<file path="src/crf_pkg.sv">
package crf_pkg;

    // Condition flag bit positions
    localparam int FLAG_I  = 7;
    localparam int FLAG_U1 = 6;
    localparam int FLAG_H  = 5;
    localparam int FLAG_U0 = 4;
    localparam int FLAG_N  = 3;
    localparam int FLAG_Z  = 2;
    localparam int FLAG_V  = 1;
    localparam int FLAG_C  = 0;

    localparam logic [7:0]  FLAGS_RESET       = 8'h80;
    localparam logic [15:0] REGS_RESET        = 16'h0000;
    localparam logic [15:0] NIP_RESET         = 16'h0000;
    localparam logic [15:0] RESET_VECTOR_ADDR = 16'h0000;
    localparam logic [15:0] WORD_STEP         = 16'h0002;
    localparam logic [2:0]  STACK_REG_IDX     = 3'h7;
    localparam logic [3:0]  NIBBLE_MAX        = 4'h9;
    localparam logic [3:0]  DEC_ADJ           = 4'h6;

    typedef enum logic [3:0] {
        FOP_NONE       = 4'h0,
        FOP_ADD        = 4'h1,
        FOP_ADDX       = 4'h2,
        FOP_SUB        = 4'h3,
        FOP_SUBX       = 4'h4,
        FOP_CMP        = 4'h5,
        FOP_NEG        = 4'h6,
        FOP_LOGIC      = 4'h7,
        FOP_SHIFT      = 4'h8,
        FOP_BIT_ACC    = 4'h9,
        FOP_LOAD_FLAGS = 4'hA,
        FOP_AND_FLAGS  = 4'hB,
        FOP_OR_FLAGS   = 4'hC,
        FOP_XOR_FLAGS  = 4'hD,
        FOP_DEC_ADD    = 4'hE,
        FOP_DEC_SUB    = 4'hF
    } crf_fop_e;

    typedef enum logic [2:0] {
        STK_NONE       = 3'h0,
        STK_PUSH_WORD  = 3'h1,
        STK_PUSH_FLAGS = 3'h2,
        STK_POP_WORD   = 3'h3,
        STK_POP_FLAGS  = 3'h4
    } crf_stk_e;

    typedef enum logic [1:0] {
        NOP_HOLD    = 2'h0,
        NOP_ADVANCE = 2'h1,
        NOP_JUMP    = 2'h2,
        NOP_BRANCH  = 2'h3
    } crf_nip_e;

    typedef enum logic [3:0] {
        COND_ALWAYS = 4'h0, COND_NEVER = 4'h1, COND_HI = 4'h2, COND_LS = 4'h3,
        COND_CC     = 4'h4, COND_CS    = 4'h5, COND_NE = 4'h6, COND_EQ = 4'h7,
        COND_VC     = 4'h8, COND_VS    = 4'h9, COND_PL = 4'hA, COND_MI = 4'hB,
        COND_GE     = 4'hC, COND_LT    = 4'hD, COND_GT = 4'hE, COND_LE = 4'hF
    } crf_cond_e;

    typedef enum logic [1:0] {
        ST_FETCH_VEC = 2'b01,
        ST_RUN       = 2'b10
    } crf_state_e;

    typedef struct packed {
        logic        we;
        logic [2:0]  sel;
        logic        word;
        logic        high;
        logic [15:0] data;
    } crf_reg_wr_s;

    typedef struct packed {
        logic [2:0] sel;
        logic       word;
        logic       high;
    } crf_reg_rd_s;

    typedef struct packed {
        crf_fop_e    op;
        logic        word;
        logic [15:0] a;
        logic [15:0] b;
        logic        bit_in;
    } crf_flag_req_s;

    typedef struct packed {
        crf_stk_e    op;
        logic [15:0] wdata;
    } crf_stk_req_s;

    typedef struct packed {
        logic [15:0] addr;
        logic [15:0] wdata;
        logic        we;
    } crf_stk_bus_s;

    typedef struct packed {
        crf_nip_e    op;
        crf_cond_e   cond;
        logic [15:0] target;
    } crf_nip_req_s;

endpackage

</file>
<file path="src/crf_core_regs.sv">
`timescale 1ns/1ps

// Operation
// - Word or either byte of registers accessible
// - Address use always takes full sixteen bits
// - Register seven serves as stack pointer
// - Instruction pointer sixteen bits, low bit zero
// - Mask bit blocks all but non-maskable interrupt
// - Mask set on reset and interrupt entry
// - Two user bits freely read and written
// - Byte arithmetic half-carry from bit three
// - Word arithmetic half-carry from bit eleven
// - Negative flag copies result sign bit
// - Zero flag set exactly on zero result
// - Overflow flag set only on arithmetic overflow
// - Carry records add/subtract carry or borrow
// - Carry captures bit shifted out
// - Carry acts as bit accumulator
// - Flags loadable, storable, and/or/xor maskable
// - Branch conditions from N, Z, V, C
// - Reset loads pointer from vector, sets mask
// - Other flags and registers not meaningfully initialised
// - Word addresses force bit zero low
// - Stack words only; flags pushed doubled
// - Decimal adjust treats nibbles as BCD digits
module crf_core_regs (
    input  wire logic                   CLK,
    input  wire logic                   RST,
    input  wire crf_pkg::crf_reg_wr_s   REG_WR,
    input  wire crf_pkg::crf_reg_rd_s   REG_RD,
    input  wire logic [2:0]             ADDR_SEL,
    input  wire crf_pkg::crf_flag_req_s FLAG_REQ,
    input  wire crf_pkg::crf_stk_req_s  STK_REQ,
    input  wire logic [15:0]            STK_RDATA,
    input  wire crf_pkg::crf_nip_req_s  NIP_REQ,
    input  wire logic                   IRQ_PEND,
    input  wire logic                   NMI_PEND,
    input  wire logic                   INT_ENTRY,
    input  wire logic [15:0]            VEC_DATA,
    input  wire logic                   VEC_VALID,
    output logic [15:0]                 REG_RDATA,
    output logic [15:0]                 ADDR_FULL,
    output logic [15:0]                 ADDR_WORD,
    output logic [15:0]                 STACK_PTR,
    output crf_pkg::crf_stk_bus_s       STK_BUS,
    output logic [15:0]                 POP_DATA,
    output logic [15:0]                 NIP_OUT,
    output logic [7:0]                  FLAGS_OUT,
    output logic [15:0]                 RESULT_OUT,
    output logic                        BRANCH_TAKEN,
    output logic                        INT_ACCEPT,
    output logic [15:0]                 VEC_ADDR,
    output logic                        VEC_REQ,
    output logic                        CORE_READY
);

    ////////////////////////////////////////////////////////////////////////////
    function automatic logic [15:0] align_word(input logic [15:0] addr);
        align_word = {addr[15:1], 1'b0};
    endfunction

    function automatic logic cond_eval(input crf_pkg::crf_cond_e cc, input logic [7:0] f);
        logic n;
        logic z;
        logic v;
        logic c;
        n = f[crf_pkg::FLAG_N];
        z = f[crf_pkg::FLAG_Z];
        v = f[crf_pkg::FLAG_V];
        c = f[crf_pkg::FLAG_C];
        case (cc)
            crf_pkg::COND_ALWAYS: cond_eval = 1'b1;
            crf_pkg::COND_NEVER:  cond_eval = 1'b0;
            crf_pkg::COND_HI:     cond_eval = !(c | z);
            crf_pkg::COND_LS:     cond_eval = c | z;
            crf_pkg::COND_CC:     cond_eval = !c;
            crf_pkg::COND_CS:     cond_eval = c;
            crf_pkg::COND_NE:     cond_eval = !z;
            crf_pkg::COND_EQ:     cond_eval = z;
            crf_pkg::COND_VC:     cond_eval = !v;
            crf_pkg::COND_VS:     cond_eval = v;
            crf_pkg::COND_PL:     cond_eval = !n;
            crf_pkg::COND_MI:     cond_eval = n;
            crf_pkg::COND_GE:     cond_eval = !(n ^ v);
            crf_pkg::COND_LT:     cond_eval = n ^ v;
            crf_pkg::COND_GT:     cond_eval = !(z | (n ^ v));
            default:              cond_eval = z | (n ^ v);
        endcase
    endfunction

    ////////////////////////////////////////////////////////////////////////////
    logic [15:0]           regs_ff [8];
    logic [15:0]           nxt_regs [8];
    logic [7:0]            flags_ff;
    logic [7:0]            nxt_flags;
    logic [15:0]           nip_ff;
    logic [15:0]           result_ff;
    logic [15:0]           rdata_ff;
    logic [15:0]           addr_full_ff;
    logic [15:0]           addr_word_ff;
    logic [15:0]           pop_data_ff;
    logic                  branch_ff;
    logic                  int_accept_ff;
    crf_pkg::crf_stk_bus_s stk_bus_ff;
    crf_pkg::crf_state_e   state_ff;
    logic                  running;
    logic                  stk_push;
    logic                  stk_pop;

    assign running  = (state_ff == crf_pkg::ST_RUN);
    assign stk_push = (STK_REQ.op == crf_pkg::STK_PUSH_WORD) ||
                      (STK_REQ.op == crf_pkg::STK_PUSH_FLAGS);
    assign stk_pop  = (STK_REQ.op == crf_pkg::STK_POP_WORD) ||
                      (STK_REQ.op == crf_pkg::STK_POP_FLAGS);

    ////////////////////////////////////////////////////////////////////////////
    // General registers; stack adjustment of register seven beats a port write
    for (genvar gi = 0; gi < 8; gi++) begin : g_reg
        always_comb begin
            nxt_regs[gi] = regs_ff[gi];
            if (REG_WR.we && REG_WR.sel == 3'(gi)) begin
                if (REG_WR.word) begin
                    nxt_regs[gi] = REG_WR.data;
                end else if (REG_WR.high) begin
                    nxt_regs[gi][15:8] = REG_WR.data[7:0];
                end else begin
                    nxt_regs[gi][7:0] = REG_WR.data[7:0];
                end
            end
            if (3'(gi) == crf_pkg::STACK_REG_IDX && stk_push) begin
                nxt_regs[gi] = 16'(align_word(regs_ff[gi]) - crf_pkg::WORD_STEP);
            end else if (3'(gi) == crf_pkg::STACK_REG_IDX && stk_pop) begin
                nxt_regs[gi] = 16'(align_word(regs_ff[gi]) + crf_pkg::WORD_STEP);
            end
        end

        always_ff @(posedge CLK) begin
            if (RST) begin
                regs_ff[gi] <= crf_pkg::REGS_RESET;
            end else begin
                regs_ff[gi] <= nxt_regs[gi];
            end
        end
    end

    // Byte reads come back zero-extended; address reads are always full words
    always_ff @(posedge CLK) begin
        if (RST) begin
            rdata_ff     <= 16'h0000;
            addr_full_ff <= 16'h0000;
            addr_word_ff <= 16'h0000;
        end else begin
            if (REG_RD.word) begin
                rdata_ff <= regs_ff[REG_RD.sel];
            end else if (REG_RD.high) begin
                rdata_ff <= {8'h00, regs_ff[REG_RD.sel][15:8]};
            end else begin
                rdata_ff <= {8'h00, regs_ff[REG_RD.sel][7:0]};
            end
            addr_full_ff <= regs_ff[ADDR_SEL];
            addr_word_ff <= align_word(regs_ff[ADDR_SEL]);
        end
    end

    ////////////////////////////////////////////////////////////////////////////
    // Stack port: address always tracks the aligned top of stack
    always_ff @(posedge CLK) begin
        if (RST) begin
            stk_bus_ff  <= '0;
            pop_data_ff <= 16'h0000;
        end else begin
            stk_bus_ff.addr <= align_word(nxt_regs[crf_pkg::STACK_REG_IDX]);
            stk_bus_ff.we   <= stk_push;
            if (STK_REQ.op == crf_pkg::STK_PUSH_FLAGS) begin
                stk_bus_ff.wdata <= {flags_ff, flags_ff};
            end else if (STK_REQ.op == crf_pkg::STK_PUSH_WORD) begin
                stk_bus_ff.wdata <= STK_REQ.wdata;
            end
            if (STK_REQ.op == crf_pkg::STK_POP_WORD) begin
                pop_data_ff <= STK_RDATA;
            end
        end
    end

    ////////////////////////////////////////////////////////////////////////////
    // Flag engine
    logic        sub_op;
    logic        cin;
    logic [15:0] opa;
    logic [15:0] opb;
    logic [16:0] w_ext;
    logic [8:0]  b_ext;
    logic [15:0] ar_res;
    logic [15:0] x_w;
    logic [8:0]  x_b;
    logic        sa;
    logic        sb;
    logic        sr;
    logic        lo_big;
    logic        hi_big;
    logic        adj_lo;
    logic        adj_hi;
    logic [7:0]  adj;
    logic [7:0]  dec_res;
    logic [15:0] nxt_result;
    logic [7:0]  eng_flags;

    always_comb begin
        sub_op = (FLAG_REQ.op == crf_pkg::FOP_SUB) || (FLAG_REQ.op == crf_pkg::FOP_SUBX) ||
                 (FLAG_REQ.op == crf_pkg::FOP_CMP) || (FLAG_REQ.op == crf_pkg::FOP_NEG);
        cin    = ((FLAG_REQ.op == crf_pkg::FOP_ADDX) || (FLAG_REQ.op == crf_pkg::FOP_SUBX)) &&
                 flags_ff[crf_pkg::FLAG_C];
        opa    = (FLAG_REQ.op == crf_pkg::FOP_NEG) ? 16'h0000 : FLAG_REQ.a;
        opb    = (FLAG_REQ.op == crf_pkg::FOP_NEG) ? FLAG_REQ.a : FLAG_REQ.b;
        if (sub_op) begin
            w_ext = {1'b0, opa} - {1'b0, opb} - {16'h0000, cin};
            b_ext = {1'b0, opa[7:0]} - {1'b0, opb[7:0]} - {8'h00, cin};
        end else begin
            w_ext = {1'b0, opa} + {1'b0, opb} + {16'h0000, cin};
            b_ext = {1'b0, opa[7:0]} + {1'b0, opb[7:0]} + {8'h00, cin};
        end
        // Carry into a bit is a ^ b ^ sum for both add and subtract
        x_w    = opa ^ opb ^ w_ext[15:0];
        x_b    = {1'b0, opa[7:0] ^ opb[7:0] ^ b_ext[7:0]};
        ar_res = FLAG_REQ.word ? w_ext[15:0] : {8'h00, b_ext[7:0]};
        sa     = FLAG_REQ.word ? opa[15] : opa[7];
        sb     = FLAG_REQ.word ? opb[15] : opb[7];
        sr     = FLAG_REQ.word ? ar_res[15] : ar_res[7];
        // Packed BCD correction, one decimal digit per nibble
        lo_big  = FLAG_REQ.a[3:0] > crf_pkg::NIBBLE_MAX;
        hi_big  = (FLAG_REQ.a[7:4] > crf_pkg::NIBBLE_MAX) ||
                  ((FLAG_REQ.a[7:4] == crf_pkg::NIBBLE_MAX) && lo_big);
        if (FLAG_REQ.op == crf_pkg::FOP_DEC_ADD) begin
            adj_lo = flags_ff[crf_pkg::FLAG_H] || lo_big;
            adj_hi = flags_ff[crf_pkg::FLAG_C] || hi_big;
        end else begin
            adj_lo = flags_ff[crf_pkg::FLAG_H];
            adj_hi = flags_ff[crf_pkg::FLAG_C];
        end
        adj     = {(adj_hi ? crf_pkg::DEC_ADJ : 4'h0), (adj_lo ? crf_pkg::DEC_ADJ : 4'h0)};
        dec_res = (FLAG_REQ.op == crf_pkg::FOP_DEC_ADD) ? 8'(FLAG_REQ.a[7:0] + adj) :
                                                           8'(FLAG_REQ.a[7:0] - adj);
        nxt_result = result_ff;
        eng_flags  = flags_ff;
        case (FLAG_REQ.op)
            crf_pkg::FOP_ADD, crf_pkg::FOP_ADDX, crf_pkg::FOP_SUB, crf_pkg::FOP_SUBX,
            crf_pkg::FOP_CMP, crf_pkg::FOP_NEG: begin
                nxt_result                 = ar_res;
                eng_flags[crf_pkg::FLAG_H] = FLAG_REQ.word ? x_w[12] : x_b[4];
                eng_flags[crf_pkg::FLAG_N] = sr;
                eng_flags[crf_pkg::FLAG_Z] = FLAG_REQ.word ? (ar_res == 16'h0000) :
                                                             (ar_res[7:0] == 8'h00);
                eng_flags[crf_pkg::FLAG_V] = sub_op ? ((sa != sb) && (sr != sa)) :
                                                      ((sa == sb) && (sr != sa));
                eng_flags[crf_pkg::FLAG_C] = FLAG_REQ.word ? w_ext[16] : b_ext[8];
            end
            crf_pkg::FOP_LOGIC, crf_pkg::FOP_SHIFT: begin
                nxt_result                 = FLAG_REQ.a;
                eng_flags[crf_pkg::FLAG_N] = FLAG_REQ.word ? FLAG_REQ.a[15] : FLAG_REQ.a[7];
                eng_flags[crf_pkg::FLAG_Z] = FLAG_REQ.word ? (FLAG_REQ.a == 16'h0000) :
                                                             (FLAG_REQ.a[7:0] == 8'h00);
                eng_flags[crf_pkg::FLAG_V] = 1'b0;
                if (FLAG_REQ.op == crf_pkg::FOP_SHIFT) begin
                    eng_flags[crf_pkg::FLAG_C] = FLAG_REQ.bit_in;
                end
            end
            crf_pkg::FOP_BIT_ACC: begin
                eng_flags[crf_pkg::FLAG_C] = FLAG_REQ.bit_in;
            end
            crf_pkg::FOP_LOAD_FLAGS: eng_flags = FLAG_REQ.b[7:0];
            crf_pkg::FOP_AND_FLAGS:  eng_flags = flags_ff & FLAG_REQ.b[7:0];
            crf_pkg::FOP_OR_FLAGS:   eng_flags = flags_ff | FLAG_REQ.b[7:0];
            crf_pkg::FOP_XOR_FLAGS:  eng_flags = flags_ff ^ FLAG_REQ.b[7:0];
            crf_pkg::FOP_DEC_ADD, crf_pkg::FOP_DEC_SUB: begin
                nxt_result                 = {8'h00, dec_res};
                eng_flags[crf_pkg::FLAG_N] = dec_res[7];
                eng_flags[crf_pkg::FLAG_Z] = (dec_res == 8'h00);
                eng_flags[crf_pkg::FLAG_C] = adj_hi;
            end
            default: begin
                nxt_result = result_ff;
            end
        endcase
    end

    // Pop beats the engine, and interrupt entry always leaves the mask set
    always_comb begin
        nxt_flags = eng_flags;
        if (STK_REQ.op == crf_pkg::STK_POP_FLAGS) begin
            nxt_flags = STK_RDATA[15:8];
        end
        if (INT_ENTRY) begin
            nxt_flags[crf_pkg::FLAG_I] = 1'b1;
        end
    end

    always_ff @(posedge CLK) begin
        if (RST) begin
            flags_ff  <= crf_pkg::FLAGS_RESET;
            result_ff <= 16'h0000;
        end else begin
            flags_ff  <= nxt_flags;
            result_ff <= nxt_result;
        end
    end

    ////////////////////////////////////////////////////////////////////////////
    // Interrupt gate: the mask holds off everything but the non-maskable line
    always_ff @(posedge CLK) begin
        if (RST) begin
            int_accept_ff <= 1'b0;
        end else begin
            int_accept_ff <= running && (NMI_PEND ||
                             (IRQ_PEND && !flags_ff[crf_pkg::FLAG_I]));
        end
    end

    ////////////////////////////////////////////////////////////////////////////
    // Start-up: fetch the reset vector, then run
    always_ff @(posedge CLK) begin
        if (RST) begin
            state_ff <= crf_pkg::ST_FETCH_VEC;
        end else begin
            case (state_ff)
                crf_pkg::ST_FETCH_VEC: begin
                    if (VEC_VALID) begin
                        state_ff <= crf_pkg::ST_RUN;
                    end
                end
                crf_pkg::ST_RUN: state_ff <= crf_pkg::ST_RUN;
                default:         state_ff <= crf_pkg::ST_FETCH_VEC;
            endcase
        end
    end

    // Instruction pointer; requests are ignored until the vector has arrived
    always_ff @(posedge CLK) begin
        if (RST) begin
            nip_ff    <= crf_pkg::NIP_RESET;
            branch_ff <= 1'b0;
        end else begin
            branch_ff <= 1'b0;
            if (!running) begin
                if (VEC_VALID) begin
                    nip_ff <= align_word(VEC_DATA);
                end
            end else begin
                case (NIP_REQ.op)
                    crf_pkg::NOP_ADVANCE: nip_ff <= 16'(nip_ff + crf_pkg::WORD_STEP);
                    crf_pkg::NOP_JUMP:    nip_ff <= align_word(NIP_REQ.target);
                    crf_pkg::NOP_BRANCH: begin
                        if (cond_eval(NIP_REQ.cond, flags_ff)) begin
                            nip_ff    <= align_word(NIP_REQ.target);
                            branch_ff <= 1'b1;
                        end else begin
                            nip_ff <= 16'(nip_ff + crf_pkg::WORD_STEP);
                        end
                    end
                    default: nip_ff <= nip_ff;
                endcase
            end
        end
    end

    ////////////////////////////////////////////////////////////////////////////
    assign REG_RDATA    = rdata_ff;
    assign ADDR_FULL    = addr_full_ff;
    assign ADDR_WORD    = addr_word_ff;
    assign STACK_PTR    = regs_ff[crf_pkg::STACK_REG_IDX];
    assign STK_BUS      = stk_bus_ff;
    assign POP_DATA     = pop_data_ff;
    assign NIP_OUT      = nip_ff;
    assign FLAGS_OUT    = flags_ff;
    assign RESULT_OUT   = result_ff;
    assign BRANCH_TAKEN = branch_ff;
    assign INT_ACCEPT   = int_accept_ff;
    assign VEC_ADDR     = crf_pkg::RESET_VECTOR_ADDR;
    assign VEC_REQ      = (state_ff == crf_pkg::ST_FETCH_VEC);
    assign CORE_READY   = (state_ff == crf_pkg::ST_RUN);

    ////////////////////////////////////////////////////////////////////////////
    a_reset_mask: assert property (@(posedge CLK) disable iff (RST)
        $fell(RST) |-> FLAGS_OUT[crf_pkg::FLAG_I] && VEC_REQ && !INT_ACCEPT)
        else $error("Mask or vector fetch wrong after reset");

    a_entry_mask: assert property (@(posedge CLK) disable iff (RST)
        INT_ENTRY |=> FLAGS_OUT[crf_pkg::FLAG_I] ##1 !INT_ACCEPT || NMI_PEND || $past(NMI_PEND))
        else $error("Interrupt entry did not set mask");

    a_irq_masked: assert property (@(posedge CLK) disable iff (RST)
        FLAGS_OUT[crf_pkg::FLAG_I] && !NMI_PEND |=> !INT_ACCEPT)
        else $error("Masked interrupt accepted");

    a_nip_even: assert property (@(posedge CLK) disable iff (RST)
        NIP_OUT[0] == 1'b0 && STK_BUS.addr[0] == 1'b0)
        else $error("Odd instruction or stack address");

    a_push_flags: assert property (@(posedge CLK) disable iff (RST)
        STK_REQ.op == crf_pkg::STK_PUSH_FLAGS |=> STK_BUS.we &&
        STK_BUS.wdata == {$past(FLAGS_OUT), $past(FLAGS_OUT)} &&
        STACK_PTR == 16'(align_word($past(STACK_PTR)) - 16'h0002))
        else $error("Flag push not doubled or pointer wrong");

    a_pop_flags: assert property (@(posedge CLK) disable iff (RST)
        STK_REQ.op == crf_pkg::STK_POP_FLAGS && !INT_ENTRY |=>
        FLAGS_OUT == $past(STK_RDATA[15:8]) && !STK_BUS.we)
        else $error("Flag pop not taken from upper byte");

    a_branch_fall: assert property (@(posedge CLK) disable iff (RST)
        running && NIP_REQ.op == crf_pkg::NOP_BRANCH && NIP_REQ.cond == crf_pkg::COND_EQ &&
        !FLAGS_OUT[crf_pkg::FLAG_Z] |=> !BRANCH_TAKEN && NIP_OUT == 16'($past(NIP_OUT) + 16'h0002))
        else $error("Branch taken with condition false");

    a_byte_keep: assert property (@(posedge CLK) disable iff (RST)
        REG_WR.we && !REG_WR.word && !REG_WR.high && REG_WR.sel != 3'h7 |=>
        regs_ff[$past(REG_WR.sel)][15:8] == $past(regs_ff[REG_WR.sel][15:8]))
        else $error("Low byte write disturbed upper byte");

    a_zero_flag: assert property (@(posedge CLK) disable iff (RST)
        FLAG_REQ.op == crf_pkg::FOP_LOGIC && FLAG_REQ.word && STK_REQ.op != crf_pkg::STK_POP_FLAGS
        |=> FLAGS_OUT[crf_pkg::FLAG_Z] == ($past(FLAG_REQ.a) == 16'h0000))
        else $error("Zero flag wrong after logic result");

endmodule

</file>
<file path="config.mk">
export PLATFORM = sky130hd
export DESIGN_NAME = crf_core_regs
export DESIGN_NICKNAME = d
export VERILOG_FILES = /design/src/crf_pkg.sv /design/src/crf_core_regs.sv
export SDC_FILE = /design/constraint.sdc
export NUM_CORES = 1
export LEC_CHECK = 0
export BUFFER_PORTS_ARGS = -buffer_cell sky130_fd_sc_hd__buf_2
export CAP_MARGIN = 20
export CORE_MARGIN = 4
export CORE_UTILIZATION = 35
export DETAILED_ROUTE_END_ITERATION = 6
export GPL_TIMING_DRIVEN = 0
export PLACE_DENSITY = 0.53
export SETUP_SLACK_MARGIN = 0.05
export SLEW_MARGIN = 20
export SYNTH_ARGS = -nofsm -noshare
export SYNTH_HDL_FRONTEND = slang
export SYNTH_SLANG_ARGS = --single-unit
</file>
<file path="constraint.sdc">
create_clock -name CLK -period 4.5 [get_ports CLK]
set_clock_uncertainty 0.15 [all_clocks]
set_input_delay 0.675 -clock CLK [delete_from_list [all_inputs] [get_ports CLK]]
set_output_delay 0.675 -clock CLK [all_outputs]
set_load 0.02 [all_outputs]
</file>
---- Yosys cells after proc, flatten, opt, wreduce, memory -nomap -nowiden ----
Memory sizes are Yosys's and may differ from the RTL's.
Index checks and enable logic that the tools add are counted.
cells by class
  $lt $le $gt $ge ......................... 2
  reductions and logical operators ........ 68
  add/sub/neg operators ................... 13
  bitwise logic cells ..................... 27
  eq/ne operators ......................... 80
  multiplexer cells ....................... 95
operators with widths
  cell                     number
  $mux W16                 28
  $mux W8                  33
  $pmux W16 S3             2
  $eq A4 B4 Y1 const B     16
  $ne A3 B3 Y1 const B     15
  $reduce_and A3 Y1        14
  $add A16 B2 Y16 const B  2
  $eq A4 B3 Y1 const B     8
  $logic_not A16 Y1        2
  $xor A13 B13 Y13         2
  $logic_not A8 Y1         3
  $mux W1                  19
  $add A16 B16 Y17         1
  $add A17 B1 Y17          1
  $mux W17                 1
  $or A1 B1 Y1             17
  $sub A16 B16 Y17         1
  $sub A17 B1 Y17          1
  $eq A4 B2 Y1 const B     4
  $sub A16 B2 Y16 const B  1
  $eq A3 B3 Y1 const B     5
  $pmux W1 S15             1
  $logic_and A1 B1 Y1      14
  $ne A1 B1 Y1 const B     14
  other kinds (47)         80
storage, ports and cells
  RAM bits ................................ 128
  register bits after elaboration ......... 141
  memories kept ........................... 1
memory list
  memory   depth  bits a word  rd ports  clocked after memory_dff  wr ports  RTL line             source
  regs_ff  8      16           3         0                         8         crf_core_regs.sv:92  logic [15:0] regs_ff [8];

---- Longest topological paths before layout ----
Gate-level depths: netlist (run 1).
  depth after elaboration ................. 12
  depth in mapped cells ................... 18

---- Least setup slack after synthesis (run 1) ----
No wires, ideal clock.
  path kind ............................... input port to flip-flop
  from .................................... in FLAG_REQ[37] (netlist bit)
  to ...................................... reg flags_ff[2] (netlist: FLAGS_OUT[2])
  arrival time ............................ 4136 ps
  setup time .............................. 59 ps
  slack ................................... 155 ps
  data required time ...................... 4291 ps
  stages .................................. 17
  cells stage by stage .................... buf_6 and4bb_2 clkbuf_1 a21o_1 inv_1 fa_1 inv_1 fa_1 a211oi_2 nor2_1 o41a_1 a31o_2 xnor2_1 o22ai_1 or4_1 a211oi_2 a31o_1
between the ends
  longest elaborated chain between the ends .. 10
  elaborated cells between the ends (all ways) .. 49
  those cells by class .................... add/sub (10); eq/ne (14); mux (13); reduce/logical (12)
RTL lines
  what                                                   RTL line                                    source
  from (decl)                                            crf_core_regs.sv:32                         input wire crf_pkg::crf_flag_req_s FLAG_REQ,
  $eq A4 B3 Y1, or another cell as far along             -
  $mux W16, or another cell as far along                 crf_core_regs.sv:213                        opa = (FLAG_REQ.op == crf_pkg::FOP_NEG) ? 16'h0000 : FLAG_REQ.a;
  $add A16 B16 Y17, or another cell as far along         crf_core_regs.sv:219                        w_ext = {1'b0, opa} + {1'b0, opb} + {16'h0000, cin};
  $add A17 B1 Y17, or another cell as far along          crf_core_regs.sv:219
  $mux W17 or $mux W9 (tied branches)                    crf_core_regs.sv:215                        if (sub_op) begin
  $mux W16                                               crf_core_regs.sv:225                        ar_res = FLAG_REQ.word ? w_ext[15:0] : {8'h00, b_ext[7:0]};
  $logic_not A16 Y1 or $logic_not A8 Y1 (tied branches)  crf_core_regs.sv:251, crf_core_regs.sv:252
  $mux W1                                                crf_core_regs.sv:251                        eng_flags[crf_pkg::FLAG_Z] = FLAG_REQ.word ? (ar_res == 16'h0000) :
  $pmux W2 S7                                            crf_core_regs.sv:245                        case (FLAG_REQ.op)
  $mux W8                                                crf_core_regs.sv:289                        if (STK_REQ.op == crf_pkg::STK_POP_FLAGS) begin
  to (signal assigned)                                   crf_core_regs.sv:299                        flags_ff <= crf_pkg::FLAGS_RESET;
  to (signal assigned)                                   crf_core_regs.sv:302                        flags_ff <= nxt_flags;
  to (decl)                                              crf_core_regs.sv:94                         logic [7:0] flags_ff;
Parallel ways exist; a longest one is shown, timed or not.
A chain may end at the register's enable or synchronous reset.

---- Worst setup path in the final report (run 1) ----
  from .................................... in FLAG_REQ[35] (netlist bit)
  to ...................................... reg flags_ff[2] (netlist: FLAGS_OUT[2])
Same word-level chain as after synthesis.

==> metrics.csv, run 1 <==
metric,value,unit
Clock Tree Buf Depth,3,
detailed-route DRC error count,0,
pwr/cell area,376,mW/mm^2
Place WS,-769,ps
fmax,230,MHz
Vias/cell,5.47,
DRT iter0 DRCs,1093,
CP Capture Point,FLAGS_OUT[2],
Worst Hold Class,in2reg,
# port buffers,291,
Die ar.,0.0489,sq mm
number of clock sinks,236,
initial antenna violation count,1,
TritonCTS clock tree,yes,
# IOs,320,
Die Y,221,um
Yosys cell types,86,
Final Max Slew Viols,0,
first-pass GRT wire length,88000,um
RSZ-0062 raised after global routing,yes,
H-tree Lvls,1,
Critical Path Sink Type,flop,
Worst-Margin Slew,1060,ps
vias in the first global route,14342,
fin util,43.4,%
maxcap violations,0,
ys flop type,dfxtp_1,
Worst EP arrival,4720,ps
worst skew pair latency,580,ps
worst reg2reg path depth,14,
"Req. time, crit path",4870,ps
drt pass-1 iters,5,
status,finished clean,
Final GP Congestion,0.924,
largest cells by area after synthesis,"edfxtp_1 21%, dfxtp_1 16%, mux4_2 9.1%",
TritonCTS buffer count,28,
post-synthesis sequential area ratio,36.8,%
FILL cells,4485,
top cell type's share of synthesized area,21.2,%
grt ovf,0,
NumNets Final,2300,
"FF+latch count, synth",236,
Core Region,0.0445,sq mm
largest net degree at the start of global routing,16,
hpwl dp,45500,um
"Design Area, Final",0.0193,sq mm
synthesized instance count,1733,
Post-Synthesis Cell Area,0.0159,sq mm
max incr delay on CP,570,ps
Yosys Warn Count,0,
Post-synth top cells,"205 x nand2_1, 189 x nor2_1, 124 x dfxtp_1",
most frequent cell after synthesis,nand2_1,
CP cell instances,buf_2 -> and4bb_2 -> clkbuf_4 -> o21ai_0 -> ha_1 -> ha_1 -> o21ai_0 -> o211ai_1 -> a21oi_2 -> xnor2_1 -> mux2i_1 -> nand4b_1 -> or4_1 -> a211oi_2 -> a31o_1,
fraction of final layout cells sized beyond drive strength 1,25.4,%
Yosys top cell by area,edfxtp_1,
final setup margin,145,ps
via count,14713,
"Reg clk slew, reported paths",60,ps
Root Buffer,clkbuf_16,
fin crit share,96.8,%
hold buffers post-CTS,0,
"Avg Cell Area, Syn",9.17,sq um
Routed Antenna Nets,0,
final worst path period need,4350,ps
placed instance area,0.0182,sq mm
Crit Reg-Reg Endpoint,FLAGS_OUT[2],
setup TNS,0,ps
Slew HR,27.2,%
P_leak,8.40,nW
"Async S/R FF share, synth",0,%
CP Max Fanout,10,
worst r2r src,FLAGS_OUT[0],
CP startpoint,FLAG_REQ[35],
final wirelength,58400,um
row count,77,
Layout area overhead,21.7,%
Max VDD drop,0.000344,V
number of enable flip-flop cells after synthesis,112,
CP Class,in2reg,
Die X,221,um
Worst path slowest cell,or4_1,
total track usage,22.8,%
initial core utilization,35.7,%
slack of the worst reg-to-reg path,590,ps
crit path launch type,input port,
DR WL/cell,21.7,um
Hold Fails Final Rpt,0,
final setup vio count,0,
Tot Pwr,0.00727,W
==> per-layer routing <==
layer | part of all wire (%) | GRT usage (%) | vias up
met5 | 0 | 0 | -
met4 | 3.0 | 6.56 | 0
met3 | 7.3 | 3.49 | 91
met2 | 48 | 37.8 | 600
met1 | 42 | 31.0 | 7110
li1 | - | - | 6912
==> flip-flops by register name, indices dropped and copies added, names as in the netlist <==
register and count:
FLAGS_OUT 8, STK_BUS 32, RESULT_OUT 16, state_ff 2, ADDR_FULL 16, REG_RDATA 16, regs_ff 113, NIP_OUT 15
INT_ACCEPT 1, POP_DATA 16, BRANCH_TAKEN 1
==> worst min path at each step <==
stage | endpoint | depth (start not counted) | slack [ps] | from
global route | STK_BUS[5] | 3 | 180 | STK_REQ[4]
floorplan | state_ff[1] | 1 | 320 | state_ff[1]
finish | FLAGS_OUT[7] | 2 | 180 | INT_ENTRY
global placement | POP_DATA[15] | 2 | 290 | POP_DATA[15]
CTS | FLAGS_OUT[7] | 2 | 160 | INT_ENTRY
detailed placement | POP_DATA[8] | 2 | 300 | POP_DATA[8]
==> metrics by stage <==
stage,hold slack (ps),std cells
floorplan,316,1751
global placement,292,2634
detailed placement,297,2636
CTS,160,2688
global route,181,2688
finish,175,2689
==> critical path, delay by kind of cell <==
kind	cells	cell delay, ps
compound gates	6	1470
xor+xnor	1	130
fa+ha+maj	2	790
buf+inv	2	340
mux	1	240
simple gates	3	1070
==> where the power goes <==
part,internal (W),switching (W),total [W]
registers,0.00243,0.000165,0.00260
clock network,0.00157,0.00100,0.00257
logic,0.000813,0.00128,0.00210
total,0.00481,0.00245,0.00727
==> cells by family (layout without fill, tap and decap cells) <==
| family | count (synthesis) | after routing | synth area share [%] |
|---|---|---|---|
| DFF | 236 | 236 | 36.8 |
| buffers and inverters | 224 | 569 | 6.58 |
| AOI/OAI and AO/OA | 387 | 387 | 15.7 |
| other | 1 | 20 | 0.0236 |
| xor gates and xnor gates | 55 | 55 | 3.03 |
| muxes | 127 | 127 | 13.1 |
| and+or+nand+nor | 624 | 624 | 18.3 |
| adders and majority gates | 79 | 79 | 6.46 |
==> final cells by class <==
| class | instances | area, sq um | area share (%) |
|---|---|---|---|
| clock inverter | 13 | 174 | 0.900 |
| multi-input combinational | 1291 | 9150 | 47.3 |
| clock buffer | 39 | 891 | 4.61 |
| tap | 592 | 741 | 3.83 |
| antenna | 1 | 2.50 | 0.0129 |
| buffer | 151 | 783 | 4.05 |
| inverter | 73 | 274 | 1.42 |
| sequential | 236 | 5850 | 30.2 |
| timing repair buffer | 293 | 1470 | 7.61 |
==> placed cells by master (no fill, tap or decap), types with 46 or more instances in the layout <==
cell type,synthesis,layout
a21oi_1,120,120
dfxtp_1,124,124
nand2_1,205,205
ha_1,74,72
mux2i_1,50,46
clkbuf_1,85,80
nor2_1,189,188
inv_1,73,73
and3_1,68,68
mux4_2,64,64
buf_4,49,51
o21ai_0,93,90
edfxtp_1,112,112
buf_2,5,298
==> what timing repair did <==
item	4_1_cts	5_1_grt
resized for setup	4	22
endpoints found under the setup margin	6	9
buffers inserted	0	0
No activity file was read; power rests on OpenSTA's default activity.
==> run 2, diff against run 1 <==
--- a/config.mk
+++ b/config.mk
@@ -5,6 +5,7 @@
 export SDC_FILE = /design/constraint.sdc
 export NUM_CORES = 1
 export LEC_CHECK = 0
+export ABC_AREA = 1
 export BUFFER_PORTS_ARGS = -buffer_cell sky130_fd_sc_hd__buf_2
 export CAP_MARGIN = 20
 export CORE_MARGIN = 4
==> run 2 against run 1 <==
  * Flip-flop and latch count is the same
  * Final area up 4.4%
  * Synthesized cell count grew 40%
  * Critical endpoint unchanged
  * Largest cell class unchanged
==> metrics.csv, run 2 <==
metric,value,unit,change
Post-synth top cells,"407 x nand2_1, 387 x nor2_1, 293 x o21ai_0",,"was 205 x nand2_1, 189 x nor2_1, 124 x dfxtp_1"
detailed-route DRC error count,0,,unchanged
fin crit share,92.6,%,was 96.8%
Layout area overhead,21.1,%,was 21.7%
Vias/cell,5.27,,was 5.47
worst skew pair latency,610,ps,was 580 ps
most frequent cell after synthesis,nand2_1,,unchanged
"Req. time, crit path",4880,ps,was 4870 ps
RSZ-0062 raised after global routing,no,,was yes
final wirelength,68600,um,"was 58,400 um"
total track usage,25.7,%,was 22.8%
synthesized instance count,2421,,"was 1,733"
CP Class,in2reg,,unchanged
worst hold stages,3,,was 2
Post-Layout Cell Count,3399,,"was 2,689"
Worst Hold Class,in2reg,,unchanged
pwr/cell area,377,mW/mm^2,was 376 mW/mm^2
Post-Synthesis Cell Area,0.0167,sq mm,was 0.0159 sq mm
post-synthesis sequential area ratio,35.1,%,was 36.8%
"FF+latch count, synth",236,,unchanged
placed instance area,0.0190,sq mm,was 0.0182 sq mm
grt ovf,0,,unchanged
H-tree Lvls,1,,unchanged
initial core utilization,35.6,%,was 35.7%
NumNets Final,2989,,"was 2,300"
Die X,226,um,was 221 um
FILL cells,5004,,"was 4,485"
Routed Antenna Nets,0,,unchanged
Worst path slowest cell,ha_1,,was or4_1
top cell type's share of synthesized area,20.2,%,was 21.2%
Hold Fails Final Rpt,0,,unchanged
initial antenna violation count,10,,was 1
Crit path max-delay family,simple AND/OR/NAND/NOR gates,,was compound AO/OA/AOI/OAI gates
Biggest register,regs_ff,,unchanged
fraction of final layout cells sized beyond drive strength 1,16.9,%,was 25.4%
placed cell count,3338,,"was 2,636"
Critical Path Sink Type,flop,,unchanged
"Buf+Inv Stages, Crit Path",5,,was 2
CP Max Fanout,10,,unchanged
Final Max Slew Viols,0,,unchanged
Max VDD drop,0.000337,V,was 0.000344 V
hpwl dp,54500,um,"was 45,500 um"
vias in the first global route,17659,,"was 14,342"
final setup vio count,0,,unchanged
Clock Tree Buf Depth,3,,unchanged
DR WL/cell,20.2,um,was 21.7 um
fmax,240,MHz,was 230 MHz
status,finished clean,,unchanged
Yosys Warn Count,0,,unchanged
final worst path period need,4170,ps,was 4350 ps
number of enable flip-flop cells after synthesis,112,,unchanged
P_leak,9.43,nW,was 8.40 nW
"Async S/R FF share, synth",0,%,unchanged
TritonCTS clock tree,yes,,unchanged
"Design Area, Final",0.0202,sq mm,was 0.0193 sq mm
Slew HR,25.5,%,was 27.2%
TritonCTS buffer count,30,,was 28
Die Y,226,um,was 221 um
max reg flops,113,,unchanged
Root Buffer,clkbuf_16,,unchanged
# IOs,320,,unchanged
Die ar.,0.0512,sq mm,was 0.0489 sq mm
"Avg Cell Area, Syn",6.88,sq um,was 9.17 sq um
slack of the worst reg-to-reg path,720,ps,was 590 ps
worst reg2reg path depth,20,,was 14
final setup margin,332,ps,was 145 ps
ys flop type,dfxtp_1,,unchanged
Final GP Congestion,0.924,,about the same
row count,79,,was 77
crit path launch type,input port,,unchanged
drt pass-1 iters,6,,was 5
CP Depth,24,,was 15
# port buffers,291,,unchanged
CP cell instances,buf_2 -> inv_2 -> nor2_4 -> nand2_4 -> clkbuf_2 -> clkbuf_2 -> o21ai_0 -> ha_1 -> ha_1 -> nand2_1 -> inv_1 -> a21oi_1 -> nand2_1 -> nand2_1 -> nand2_1 -> nand2_1 -> nand3_1 -> nand3_1 -> nand3_1 -> nor2_1 -> nand4_1 -> nand2_1 -> nand2_1 -> a21oi_1,,was buf_2 -> and4bb_2 -> clkbuf_4 -> o21ai_0 -> ha_1 -> ha_1 -> o21ai_0 -> o211ai_1 -> a21oi_2 -> xnor2_1 -> mux2i_1 -> nand4b_1 -> or4_1 -> a211oi_2 -> a31o_1
Worst EP arrival,4550,ps,was 4720 ps
Yosys cell types,56,,was 86
Core Region,0.0469,sq mm,was 0.0445 sq mm
via count,17901,,"was 14,713"
"Setup Fix Bufs, Post-CTS",0,,unchanged
Min Hold Slack,137,ps,was 175 ps
number of clock sinks,236,,unchanged
Yosys top cell by area,edfxtp_1,,unchanged
maxcap violations,0,,unchanged
largest cells by area after synthesis,"edfxtp_1 20%, dfxtp_1 15%, nand2_1 9.2%",,"was edfxtp_1 21%, dfxtp_1 16%, mux4_2 9.1%"
max incr delay on CP,390,ps,was 570 ps
first-pass GRT wire length,102000,um,"was 88,000 um"
highest-count cells in the layout ignoring fill and taps,"407 x nand2_1, 387 x nor2_1, 303 x buf_2",,"was 298 x buf_2, 205 x nand2_1, 188 x nor2_1"
"Reg clk slew, reported paths",70,ps,was 60 ps
CP most frequent cell,nand2_1,,
"most common cell after layout, fill and taps aside",nand2_1,,was buf_2
DRT iter0 DRCs,1433,,"was 1,093"
Worst-Margin Slew,1120,ps,was 1060 ps
Place WS,-451,ps,was -769 ps
largest net degree at the start of global routing,17,,was 16
-- run 2: changes by cell type in the layout (fill, tap and decap cells not counted), moves of 74 or more --
cell     before  now
nand2_1     205  407
nand3_1      31  114
o21ai_0      90  292
nor2_1      188  387
inv_1        73  274
a21oi_1     120  194
-- run 2: layout make-up --
| cell class | count | area (sq um) | share of cell area [%] |
|---|---|---|---|
| clock buffer | 40 | 892 | 4.42 |
| clock inverter | 16 | 305 | 1.51 |
| inverter | 300 | 1130 | 5.59 |
| antenna | 5 | 12.5 | 0.0620 |
| multi-input combinational | 1743 | 8950 | 44.3 |
| buffer | 160 | 823 | 4.08 |
| sequential | 236 | 5850 | 29.0 |
| tap | 607 | 759 | 3.76 |
| timing repair buffer | 292 | 1460 | 7.26 |
-- run 2: cell families (layout without fill, tap and decap cells) --
kind of cell	after synthesis	count (layout)	synth area share, %
buffers and inverters	460	808	11.7
AOI/OAI and AO/OA	630	630	20.9
and+or+nand+nor	985	985	24.6
DFF	236	236	35.1
xor gates and xnor gates	28	28	1.47
muxes	2	2	0.120
adders and majority gates	79	79	6.16
other	1	24	0.0225
-- run 2: what timing repair did --
item / 4_1_cts / 5_1_grt
endpoints found under the setup margin: 0 / 4
resized for setup: 0 / 6
hold buffers: 0 / 0
-- run 2: worst paths after layout --
kind                                       to          start
worst min-delay path              POP_DATA[3]   STK_RDATA[3]
worst max register to register   FLAGS_OUT[2]   FLAGS_OUT[0]
worst max-delay path             FLAGS_OUT[2]   FLAG_REQ[35]
worst min register to register  RESULT_OUT[5]  RESULT_OUT[5]
-- run 2: worst reg2reg max path, cell delays in order (launching register included) --
cell and delay (ps):
dfxtp_1 610, inv_1 190, a21oi_1 310, inv_1 100
fa_1 390, inv_1 130, fa_1 290, nand3_1 100
nand3_1 140, nand2_1 110, nand2_1 120, nand2_1 80
nand3_1 80, nand3_1 70, nand3_1 120, nand2_1 90
nor2_1 220, nand4_1 170, nand2_1 90, nand2_1 50
a21oi_1 110
-- run 2: power breakdown --
group          internal (W)  switching (W)
Sequential          0.00243       0.000146
Clock               0.00185        0.00105
Combinational      0.000683        0.00145
-- run 2: metrics by stage --
step / TNS [ps] / total power (W) / utilization (%)
floorplan: 0 / 0.00397 / -
global placement: -1720 / 0.00470 / 40.4
detailed placement: -1590 / 0.00472 / 40.5
CTS: 0 / 0.00763 / 43.0
global route: 0 / 0.00798 / 43.0
finish: 0 / 0.00760 / 43.1
-- run 2: per-layer routing --
layer | vias up | GRT usage [%] | wire, um
li1 | 8676 | - | -
met1 | 8333 | 32.5 | 28600
met2 | 743 | 44.3 | 32300
met3 | 139 | 5.32 | 5310
met4 | 10 | 8.03 | 2270
met5 | - | 0 | 81
